## src/core/lane_ctrl_pkg.sv

```systemverilog
// Constants for lane squelch and power control
//
// Behaviour
// - Low-power pin high puts the module into its reduced power state.
// - Pin plus override, set and high-class bits of byte 0x5D limit power.
// - Each receive lane with optical loss has its data output muted, independently.
// - Receive muting is enabled after reset.
// - Host may defeat receive muting through an optional control bit.
// - Transmit electrical loss mutes that lane's optical output and sets its flag.
// - Transmit loss detection and muting are optional but follow the behaviour.
// - Transmit muting, where present, is enabled after reset.
// - Host may defeat transmit muting through an optional control bit.
// - Transmit mute disables laser or reduces amplitude, as selected.
package lane_ctrl_pkg;

   // ---------------------------------------------------------------
   // Geometry
   // ---------------------------------------------------------------
   localparam int unsigned LANES = 4;

   // ---------------------------------------------------------------
   // Register offsets
   // ---------------------------------------------------------------
   localparam logic [7:0] POWER_CLASS_CONTROL_OFS = 8'h5d;
   localparam logic [7:0] MUTE_CONTROL_OFS = 8'h70;
   localparam logic [7:0] LANE_STATUS_OFS = 8'h71;

   // ---------------------------------------------------------------
   // Field positions
   // ---------------------------------------------------------------
   localparam int unsigned PWR_OVERRIDE_BIT = 0;
   localparam int unsigned PWR_SET_BIT = 1;
   localparam int unsigned PWR_HIGH_CLASS_BIT = 2;
   localparam int unsigned RX_DEFEAT_BIT = 0;
   localparam int unsigned TX_DEFEAT_BIT = 1;
   localparam int unsigned TX_STYLE_BIT = 2;
   localparam int unsigned STATUS_RX_MUTE_LSB = 4;

   // ---------------------------------------------------------------
   // Reset values
   // ---------------------------------------------------------------
   localparam logic [2:0] POWER_CLASS_RESET = 3'h0;
   localparam logic [2:0] MUTE_CONTROL_RESET = 3'h0;
   localparam logic [7:0] READ_RESET = 8'h00;
   localparam logic [3:0] FLAG_RESET = 4'h0;
   // Safe state while the controller is held in reset
   localparam logic LOW_POWER_RESET = 1'b1;
   localparam logic HIGH_CLASS_RESET = 1'b0;

endpackage : lane_ctrl_pkg

```

## src/core/lane_gate.sv

```systemverilog
// One lane's registered mute decision
module lane_gate (
   // Clock and reset
   input wire logic sys_clk_i,
   input wire logic reset_n_i,
   // Lane control
   input wire logic impl_i,
   input wire logic loss_i,
   input wire logic defeat_i,
   input wire logic style_amp_i,
   // Mute outputs
   output logic off_o,
   output logic amp_o
);

   typedef struct packed {
      logic off;
      logic amp;
   } gate_state_t;

   gate_state_t st_q;
   gate_state_t st_d;
   logic mute;

   // ---------------------------------------------------------------
   // Decision
   // ---------------------------------------------------------------
   always_comb begin
      // Releases on the clock edge after the loss clears
      mute = impl_i & loss_i & ~defeat_i;
      // Laser off or reduced swing, never both
      st_d.off = mute & ~style_amp_i;
      st_d.amp = mute & style_amp_i;
   end

   always_ff @(posedge sys_clk_i or negedge reset_n_i) begin
      if (!reset_n_i) begin
         st_q <= '0;
      end else begin
         st_q <= st_d;
      end
   end

   assign off_o = st_q.off;
   assign amp_o = st_q.amp;

endmodule : lane_gate

```

## src/core/lane_squelch_power_control.sv

```systemverilog
// Lane squelch and power arbitration for one cable end
module lane_squelch_power_control #(
   parameter bit TX_SQUELCH_IMPL = 1'b1,
   parameter bit RX_DEFEAT_IMPL = 1'b1,
   parameter bit TX_DEFEAT_IMPL = 1'b1
) (
   // Clock and reset
   input wire logic sys_clk_i,
   input wire logic reset_n_i,
   // Register port from the management controller
   input wire logic [7:0] reg_addr_i,
   input wire logic [7:0] reg_wdata_i,
   input wire logic reg_wr_i,
   input wire logic reg_rd_i,
   output logic [7:0] reg_rdata_o,
   output logic reg_rvalid_o,
   // Low-power pin
   input wire logic low_power_pin_i,
   // Lane detectors
   input wire logic [3:0] rx_optical_loss_i,
   input wire logic [3:0] tx_elec_loss_i,
   // Lane controls
   output logic [3:0] rx_mute_o,
   output logic [3:0] tx_laser_off_o,
   output logic [3:0] tx_amp_reduce_o,
   output logic [3:0] tx_input_loss_flag_o,
   // Power state
   output logic low_power_o,
   output logic high_class_en_o
);

   typedef struct packed {
      logic [2:0] power;
      logic [2:0] ctrl;
      logic [3:0] flag;
      logic [7:0] rdata;
      logic rvalid;
      logic low_power;
      logic high_class;
   } top_state_t;

   top_state_t st_q;
   top_state_t st_d;
   logic rx_defeat;
   logic tx_defeat;
   logic [3:0] tx_loss_seen;
   logic ctrl_written_q;

   // ---------------------------------------------------------------
   // Decode helper
   // ---------------------------------------------------------------
   function automatic logic hit(input logic [7:0] addr, input logic [7:0] ofs);
      hit = (addr == ofs);
   endfunction : hit

   assign rx_defeat = RX_DEFEAT_IMPL & st_q.ctrl[lane_ctrl_pkg::RX_DEFEAT_BIT];
   assign tx_defeat = TX_DEFEAT_IMPL & st_q.ctrl[lane_ctrl_pkg::TX_DEFEAT_BIT];
   // Detector omitted entirely when the option is off
   assign tx_loss_seen = TX_SQUELCH_IMPL ? tx_elec_loss_i : 4'h0;

   // ---------------------------------------------------------------
   // Registers and power arbitration
   // ---------------------------------------------------------------
   always_comb begin
      st_d = st_q;
      st_d.rvalid = 1'b0;
      if (reg_wr_i) begin
         if (hit(reg_addr_i, lane_ctrl_pkg::POWER_CLASS_CONTROL_OFS)) begin
            st_d.power = reg_wdata_i[2:0];
         end else if (hit(reg_addr_i, lane_ctrl_pkg::MUTE_CONTROL_OFS)) begin
            st_d.ctrl = reg_wdata_i[2:0];
         end
      end
      // Flags clear on status read; a loss in the same cycle wins
      if (reg_rd_i) begin
         st_d.rvalid = 1'b1;
         if (hit(reg_addr_i, lane_ctrl_pkg::POWER_CLASS_CONTROL_OFS)) begin
            st_d.rdata = {5'h00, st_q.power};
         end else if (hit(reg_addr_i, lane_ctrl_pkg::MUTE_CONTROL_OFS)) begin
            st_d.rdata = {5'h00, st_q.ctrl[2], tx_defeat, rx_defeat};
         end else if (hit(reg_addr_i, lane_ctrl_pkg::LANE_STATUS_OFS)) begin
            st_d.rdata = {rx_mute_o, st_q.flag};
            st_d.flag = 4'h0;
         end else begin
            st_d.rdata = lane_ctrl_pkg::READ_RESET;
         end
      end
      st_d.flag = st_d.flag | tx_loss_seen;
      // Override selects the software bit in place of the pin
      if (st_q.power[lane_ctrl_pkg::PWR_OVERRIDE_BIT]) begin
         st_d.low_power = st_q.power[lane_ctrl_pkg::PWR_SET_BIT];
      end else begin
         st_d.low_power = low_power_pin_i;
      end
      // Upper classes only when high power is granted
      st_d.high_class = st_q.power[lane_ctrl_pkg::PWR_HIGH_CLASS_BIT] & ~st_d.low_power;
   end

   always_ff @(posedge sys_clk_i or negedge reset_n_i) begin
      if (!reset_n_i) begin
         st_q.power <= lane_ctrl_pkg::POWER_CLASS_RESET;
         st_q.ctrl <= lane_ctrl_pkg::MUTE_CONTROL_RESET;
         st_q.flag <= lane_ctrl_pkg::FLAG_RESET;
         st_q.rdata <= lane_ctrl_pkg::READ_RESET;
         st_q.rvalid <= 1'b0;
         st_q.low_power <= lane_ctrl_pkg::LOW_POWER_RESET;
         st_q.high_class <= lane_ctrl_pkg::HIGH_CLASS_RESET;
      end else begin
         st_q <= st_d;
      end
   end

   // ---------------------------------------------------------------
   // Lane gates
   // ---------------------------------------------------------------
   for (genvar g = 0; g < lane_ctrl_pkg::LANES; g++) begin : g_lane
      // Each lane decides alone
      lane_gate u_rx (
         .sys_clk_i(sys_clk_i),
         .reset_n_i(reset_n_i),
         .impl_i(1'b1),
         .loss_i(rx_optical_loss_i[g]),
         .defeat_i(rx_defeat),
         .style_amp_i(1'b0),
         .off_o(rx_mute_o[g]),
         .amp_o()
      );
      lane_gate u_tx (
         .sys_clk_i(sys_clk_i),
         .reset_n_i(reset_n_i),
         .impl_i(TX_SQUELCH_IMPL),
         .loss_i(tx_elec_loss_i[g]),
         .defeat_i(tx_defeat),
         .style_amp_i(st_q.ctrl[lane_ctrl_pkg::TX_STYLE_BIT]),
         .off_o(tx_laser_off_o[g]),
         .amp_o(tx_amp_reduce_o[g])
      );
   end

   assign reg_rdata_o = st_q.rdata;
   assign reg_rvalid_o = st_q.rvalid;
   assign tx_input_loss_flag_o = st_q.flag;
   assign low_power_o = st_q.low_power;
   assign high_class_en_o = st_q.high_class;

   // ---------------------------------------------------------------
   // Assertion helpers
   // ---------------------------------------------------------------
   // Tracks whether the mute control was ever written since reset
   always_ff @(posedge sys_clk_i or negedge reset_n_i) begin
      if (!reset_n_i) begin
         ctrl_written_q <= 1'b0;
      end else if (reg_wr_i && hit(reg_addr_i, lane_ctrl_pkg::MUTE_CONTROL_OFS)) begin
         ctrl_written_q <= 1'b1;
      end
   end

   // ---------------------------------------------------------------
   // Assertions
   // ---------------------------------------------------------------
   a_pin_low_power: assert property (
      @(posedge sys_clk_i) disable iff (!reset_n_i)
      (!st_q.power[0] && low_power_pin_i) |=> low_power_o)
      else $error("pin high did not enter low power");

   a_override_select: assert property (
      @(posedge sys_clk_i) disable iff (!reset_n_i)
      st_q.power[0] |=> (low_power_o == $past(st_q.power[1])))
      else $error("override did not follow power set bit");

   a_high_class_gate: assert property (
      @(posedge sys_clk_i) disable iff (!reset_n_i)
      high_class_en_o |-> (!low_power_o && $past(st_q.power[2])))
      else $error("high class granted while not allowed");

   a_rx_mute_loss: assert property (
      @(posedge sys_clk_i) disable iff (!reset_n_i)
      !rx_defeat |=> ((rx_mute_o & $past(rx_optical_loss_i)) == $past(rx_optical_loss_i)))
      else $error("receive lane with loss not muted");

   a_rx_release: assert property (
      @(posedge sys_clk_i) disable iff (!reset_n_i)
      1'b1 |=> ((rx_mute_o & ~$past(rx_optical_loss_i)) == 4'h0))
      else $error("receive mute held without loss");

   a_mute_default: assert property (
      @(posedge sys_clk_i) disable iff (!reset_n_i)
      !ctrl_written_q |-> (!rx_defeat && !tx_defeat))
      else $error("mute defeated without a host write");

   a_rx_defeat: assert property (
      @(posedge sys_clk_i) disable iff (!reset_n_i)
      rx_defeat [*2] |-> (rx_mute_o == 4'h0))
      else $error("receive mute active while defeated");

   a_tx_mute_flag: assert property (
      @(posedge sys_clk_i) disable iff (!reset_n_i)
      (TX_SQUELCH_IMPL && !tx_defeat) |=>
         (((tx_laser_off_o | tx_amp_reduce_o) & $past(tx_elec_loss_i)) == $past(tx_elec_loss_i)
          && (tx_input_loss_flag_o & $past(tx_elec_loss_i)) == $past(tx_elec_loss_i)))
      else $error("transmit loss not muted or not flagged");

   a_tx_absent: assert property (
      @(posedge sys_clk_i) disable iff (!reset_n_i)
      !TX_SQUELCH_IMPL |-> (tx_laser_off_o == 4'h0 && tx_input_loss_flag_o == 4'h0))
      else $error("transmit squelch active though omitted");

   a_tx_defeat: assert property (
      @(posedge sys_clk_i) disable iff (!reset_n_i)
      tx_defeat [*2] |-> ((tx_laser_off_o | tx_amp_reduce_o) == 4'h0))
      else $error("transmit mute active while defeated");

   a_tx_style: assert property (
      @(posedge sys_clk_i) disable iff (!reset_n_i)
      ((tx_laser_off_o & tx_amp_reduce_o) == 4'h0)
      and (st_q.ctrl[2] && $stable(st_q.ctrl[2]) |-> tx_laser_off_o == 4'h0))
      else $error("transmit mute style wrong");

   a_flag_sticky: assert property (
      @(posedge sys_clk_i) disable iff (!reset_n_i)
      !(reg_rd_i && hit(reg_addr_i, lane_ctrl_pkg::LANE_STATUS_OFS)) |=>
         ((tx_input_loss_flag_o & $past(tx_input_loss_flag_o)) == $past(tx_input_loss_flag_o)))
      else $error("loss flag dropped without a status read");

endmodule : lane_squelch_power_control

```

## config.mk

```make
export PLATFORM = sky130hd
export DESIGN_NAME = lane_squelch_power_control
export DESIGN_NICKNAME = d
export VERILOG_FILES = /design/src/core/lane_ctrl_pkg.sv /design/src/core/lane_gate.sv /design/src/core/lane_squelch_power_control.sv
export SDC_FILE = /design/constraint.sdc
export NUM_CORES = 1
export LEC_CHECK = 0
export ABC_CLOCK_PERIOD_IN_PS = 1700
export BUFFER_PORTS_ARGS = -buffer_cell sky130_fd_sc_hd__buf_4
export CORE_ASPECT_RATIO = 0.5
export CORE_MARGIN = 2
export CORE_UTILIZATION = 53
export DETAILED_ROUTE_END_ITERATION = 10
export PLACE_DENSITY = 0.84
export SLEW_MARGIN = 20
export SYNTH_ARGS = -nofsm -noshare
export SYNTH_HDL_FRONTEND = slang
export SYNTH_HIERARCHICAL = 1
export SYNTH_SLANG_ARGS = --single-unit
```

## constraint.sdc

```tcl
create_clock -name sys_clk_i -period 1.7 [get_ports sys_clk_i]
set_input_delay 0.17 -clock sys_clk_i [delete_from_list [all_inputs] [get_ports sys_clk_i]]
set_output_delay 0.17 -clock sys_clk_i [all_outputs]
set_load 0.02 [all_outputs]
```

* Word-level counts from Yosys, hierarchy flattened
Index checks and enable logic that the tools add are counted.
** Storage, ports and cells
- Output and inout port bits :: 27
- Bits in read-only memories :: 0
- Register bits :: 33
- Input port bits :: 29
- Latch bits :: 0
- Memories :: 0
- RAM bits :: 0
** Cells by class
- Bitwise gates (word level) :: 23
- Shifts and indexed selects :: 0
- Equal/unequal tests :: 3
- Divide/modulo/power cells :: 0
- Order comparisons :: 0
- Add/sub/neg operators :: 0
- $mul :: 0
- Multiplexer cells :: 8
- Reduce and logical (&&, ||, !) cells :: 2
** Operators with widths (count)
- $eq A8 B7 Y1 const B :: 3
- $mux W8 :: 3
- $and A1 B1 Y1 :: 17
- $mux W13 :: 1
- $mux W4 :: 3
- $not A1 Y1 :: 5
- $or A4 B4 Y4 :: 1
- $reduce_and A3 Y1 :: 1
- $reduce_and A2 Y1 :: 1
- $mux W1 :: 1

* Logic depth before layout (Yosys ltp)
- Depth after elaboration :: 6
- Gate-level depth with buffers :: 4
- Depth with buffers taken out :: 4

* Modules after synthesis
Netlist, hierarchy kept.
** By module, submodules not included
- lane_squelch_power_control :: cells an instance 83, area each 999.7 um2, seq. area each 526.8 um2, times used 1
- lane_gate :: cells an instance 4, area each 73.8 um2, seq. area each 50.0 um2, times used 8

* Worst setup path before layout
Ideal clock, no wire load.
- Path type :: input to register
- From :: input port reg_addr_i[1]
- To :: register st_q[17] (netlist bit)
- Stages on the path :: 4
- Required time :: 1.572 ns
- Path slack :: 0.486 ns
- Data arrival time :: 1.086 ns
- Setup time :: 0.128 ns
- Cell sequence :: nor3b_4 > nor4b_4 > nand3b_2 > mux2_1
** On the way
- Word-level cells in the longest chain between the ends :: 3
- Elaborated cells between the ends (all ways) :: 4
- Those cells by class :: 2 x eq/ne; 1 x bitwise; 1 x reduce/logical
** Ends and longest elaborated chain
- from (decl) :: line lane_squelch_power_control.sv:11 : input wire logic [7:0] reg_addr_i,
- $eq A8 B7 Y1 :: line lane_squelch_power_control.sv:53 : hit = (addr == ofs);
- $not A1 Y1 (no line)
- $reduce_and A3 Y1 (no line) (*)
- to (signal assigned) :: line lane_squelch_power_control.sv:109 : st_q <= st_d;
- to (decl) :: line lane_squelch_power_control.sv:42 : top_state_t st_q;
Every way passes the cells marked *; elsewhere a longest branch is shown, timed or not.
A chain may end at the register's enable or synchronous reset.

==> flow_summary.json <==
{
  "overall_die_area_um2": 3190,
  "power.switching_uw": 379,
  "io_pins": 56,
  "ctsRootBufferMaster": "clkbuf_8",
  "final_core_utilization_pct": 74.9,
  "cts_tree": "yes",
  "initial_core_util_pct": 55.9,
  "cts_hold_repair.buffers": 1,
  "clk_transition_reported_paths_ns": 0.07,
  "grt.total_usage_pct": 20.8,
  "layout_common_cells": "buf_4, dfrtp_1, conb_1",
  "whs_path_cells": 1,
  "global_route.overflow_total": 0,
  "cts.path.max_buffers": 2,
  "vias_in_the_first_global_route": 950,
  "drc": 0,
  "run_status": "complete, no violations",
  "swShare_pct": 23.2,
  "worst_ir_drop_vdd_mv": 0.471,
  "min-delay-path-class": "input port to register",
  "cp.required_ns": 1.87,
  "wl_um": 3000,
  "worst-path-max-fanout": 4,
  "route.detailed.wl_per_inst_um": 14.7,
  "count_of_non_filler_cells_in_the_finished_layout": 204,
  "final_common_cell": "buf_4",
  "arrival_ns": 1.37,
  "finalHoldViolCount": 0,
  "clkLatencyLatePin_ns": 0.28,
  "sequentialPowerShare_pct": 50.4,
  "synth_warnings": 6,
  "comb_power_share_pct": 10.3,
  "synth.cell_area_um2": 1450,
  "port_buffers": 50,
  "synth_area_per_cell_um2": 13.5,
  "chipWidth_um": 77.8,
  "via_per_inst": 4.90,
  "dp_cells": 195,
  "reg2reg_depth": 2,
  "setup.worst_path.start_class": "input port",
  "wl_met1_um": 1310,
  "area_growth_syn_to_layout_pct": 34.0,
  "vias": 1000,
  "htreeDepth": 2,
  "leakagePower_nw": 0.964,
  "finalSetupViolCount": 0,
  "timing.final.crit_share_pct": 70.7,
  "dieHeight_um": 40.9,
  "postLayoutCellArea_um2": 1940,
  "routabilityCongestion": 0.713,
  "hold_path_end": "reg_rvalid_o",
  "maxUsedRoutingLayer": "met4",
  "unrepaired_setup_endpoints_after_global_routing": "false",
  "cts_post_setup_buffers_inserted": 0,
  "powerDensity_nw_per_um2": 845,
  "grt_pass1_wl_um": 4570,
  "criticalPathCategory": "input port to register",
  "postPlaceCellArea_um2": 1830,
  "netlist_instances": 107,
  "max-cap-violations": 0,
  "initial_antenna_violation_count": 0,
  "drtAntennaViolNets": 0,
  "clock_power_share_pct": 39.4,
  "grt_start_max_net_pins": 34,
  "maxSlewHeadroom_pct": 58.8,
  "dr_wl_met2_um": 1460,
  "tightest_slew_ns": 0.614,
  "placement_rows": 13,
  "core_area_um2": 2590,
  "route.met3.wl_um": 191,
  "drive_above_1_share_pct": 47.9,
  "worst_setup_path_end_kind": "register",
  "dp.final_hpwl_um": 2180,
  "finClkSkew_ns": 0.00160,
  "crit-reg2reg-capture": "reg_rdata_o[1]",
  "intPower_mw": 1.26,
  "post_cts.resized_instances": 0,
  "holdCritStartpoint": "reg_rd_i",
  "nets": 195,
  "drt-pass1-iter-count": 4,
  "cts-buffers-inserted": 5,
  "fillers": 169,
  "timing_max_transition_violations_final": 0,
  "tns_ns": 0,
  "cts_num_sinks": 33,
  "antenna_cells": 0,
  "layout_min_cycle_time_ns": 1.20,
  "initialDrtViolationCount": 58,
  "maxClockFrequency_mhz": 832,
  "critical_path.reg2reg.startpoint": "st_q[16]",
  "rrSetupSlack_ns": 0.76
}
-- sequential cells by signal (all words and copies together) (netlist names) --
| name | flops |
|---|---|
| g_lane.u_tx/off_o | 4 |
| tx_input_loss_flag_o | 4 |
| g_lane.u_rx/off_o | 4 |
| rx_defeat | 1 |
| reg_rvalid_o | 1 |
| st_q | 5 |
| reg_rdata_o | 8 |
| g_lane.u_tx/amp_o | 4 |
| high_class_en_o | 1 |
| low_power_o | 1 |
-- power by group through the flow --
stage	registers, mW	logic (mW)	clock network, mW
after floorplan	0.850	0.0555	0
after global placement	0.838	0.160	0
after detailed placement	0.838	0.166	0
after CTS	0.824	0.168	0.647
after global routing	0.827	0.184	0.681
final	0.824	0.168	0.644
-- layer usage --
layer | vias up | GRT usage (%)
li1 | 482 | -
met5 | - | 0
met4 | 0 | 9.38
met3 | 5 | 6.83
met2 | 31 | 35.6
met1 | 482 | 25.4
-- cell type report --
| class | count | area (um2) | share of cell area (%) |
|---|---|---|---|
| tap | 37 | 46.3 | 2.39 |
| multi-input combinational | 73 | 569 | 29.4 |
| inverter | 2 | 7.51 | 0.388 |
| timing repair buffer | 51 | 385 | 19.9 |
| clock inverter | 1 | 5.00 | 0.258 |
| sequential | 33 | 827 | 42.7 |
| clock buffer | 7 | 96.3 | 4.97 |
-- how the worst max path moves through the flow --
| stage | startpoint | to | slack [ns] | depth (start not counted) |
|---|---|---|---|---|
| 2_1_floorplan | reg_addr_i[1] | st_q[17] | 0.49 | 4 |
| 3_3_place_gp | reg_addr_i[1] | tx_input_loss_flag_o[1] | 0.26 | 5 |
| 3_5_place_dp | reg_addr_i[1] | tx_input_loss_flag_o[2] | 0.19 | 5 |
| 4_1_cts | reg_addr_i[1] | tx_input_loss_flag_o[2] | 0.47 | 5 |
| 5_1_grt | reg_addr_i[1] | tx_input_loss_flag_o[2] | 0.42 | 5 |
| 6_report | reg_addr_i[1] | tx_input_loss_flag_o[2] | 0.50 | 5 |
-- through the flow --
stage / setup WS, ns / power [mW] / hold WS [ns]
final: 0.498 / 1.64 / 0.0197
after floorplan: 0.486 / 0.906 / -0.126
after detailed placement: 0.186 / 1.00 / 0.132
after global placement: 0.256 / 0.998 / 0.125
after global routing: 0.419 / 1.69 / 0.0204
after CTS: 0.471 / 1.64 / 0.0172
-- worst max-delay path, cell delays in order --
cell and delay, ns:
buf_4 0.12, nor3b_4 0.24, nor4b_4 0.31, nand4_1 0.28, a21o_1 0.25
Note: power is estimated with default switching activity, not from simulation.
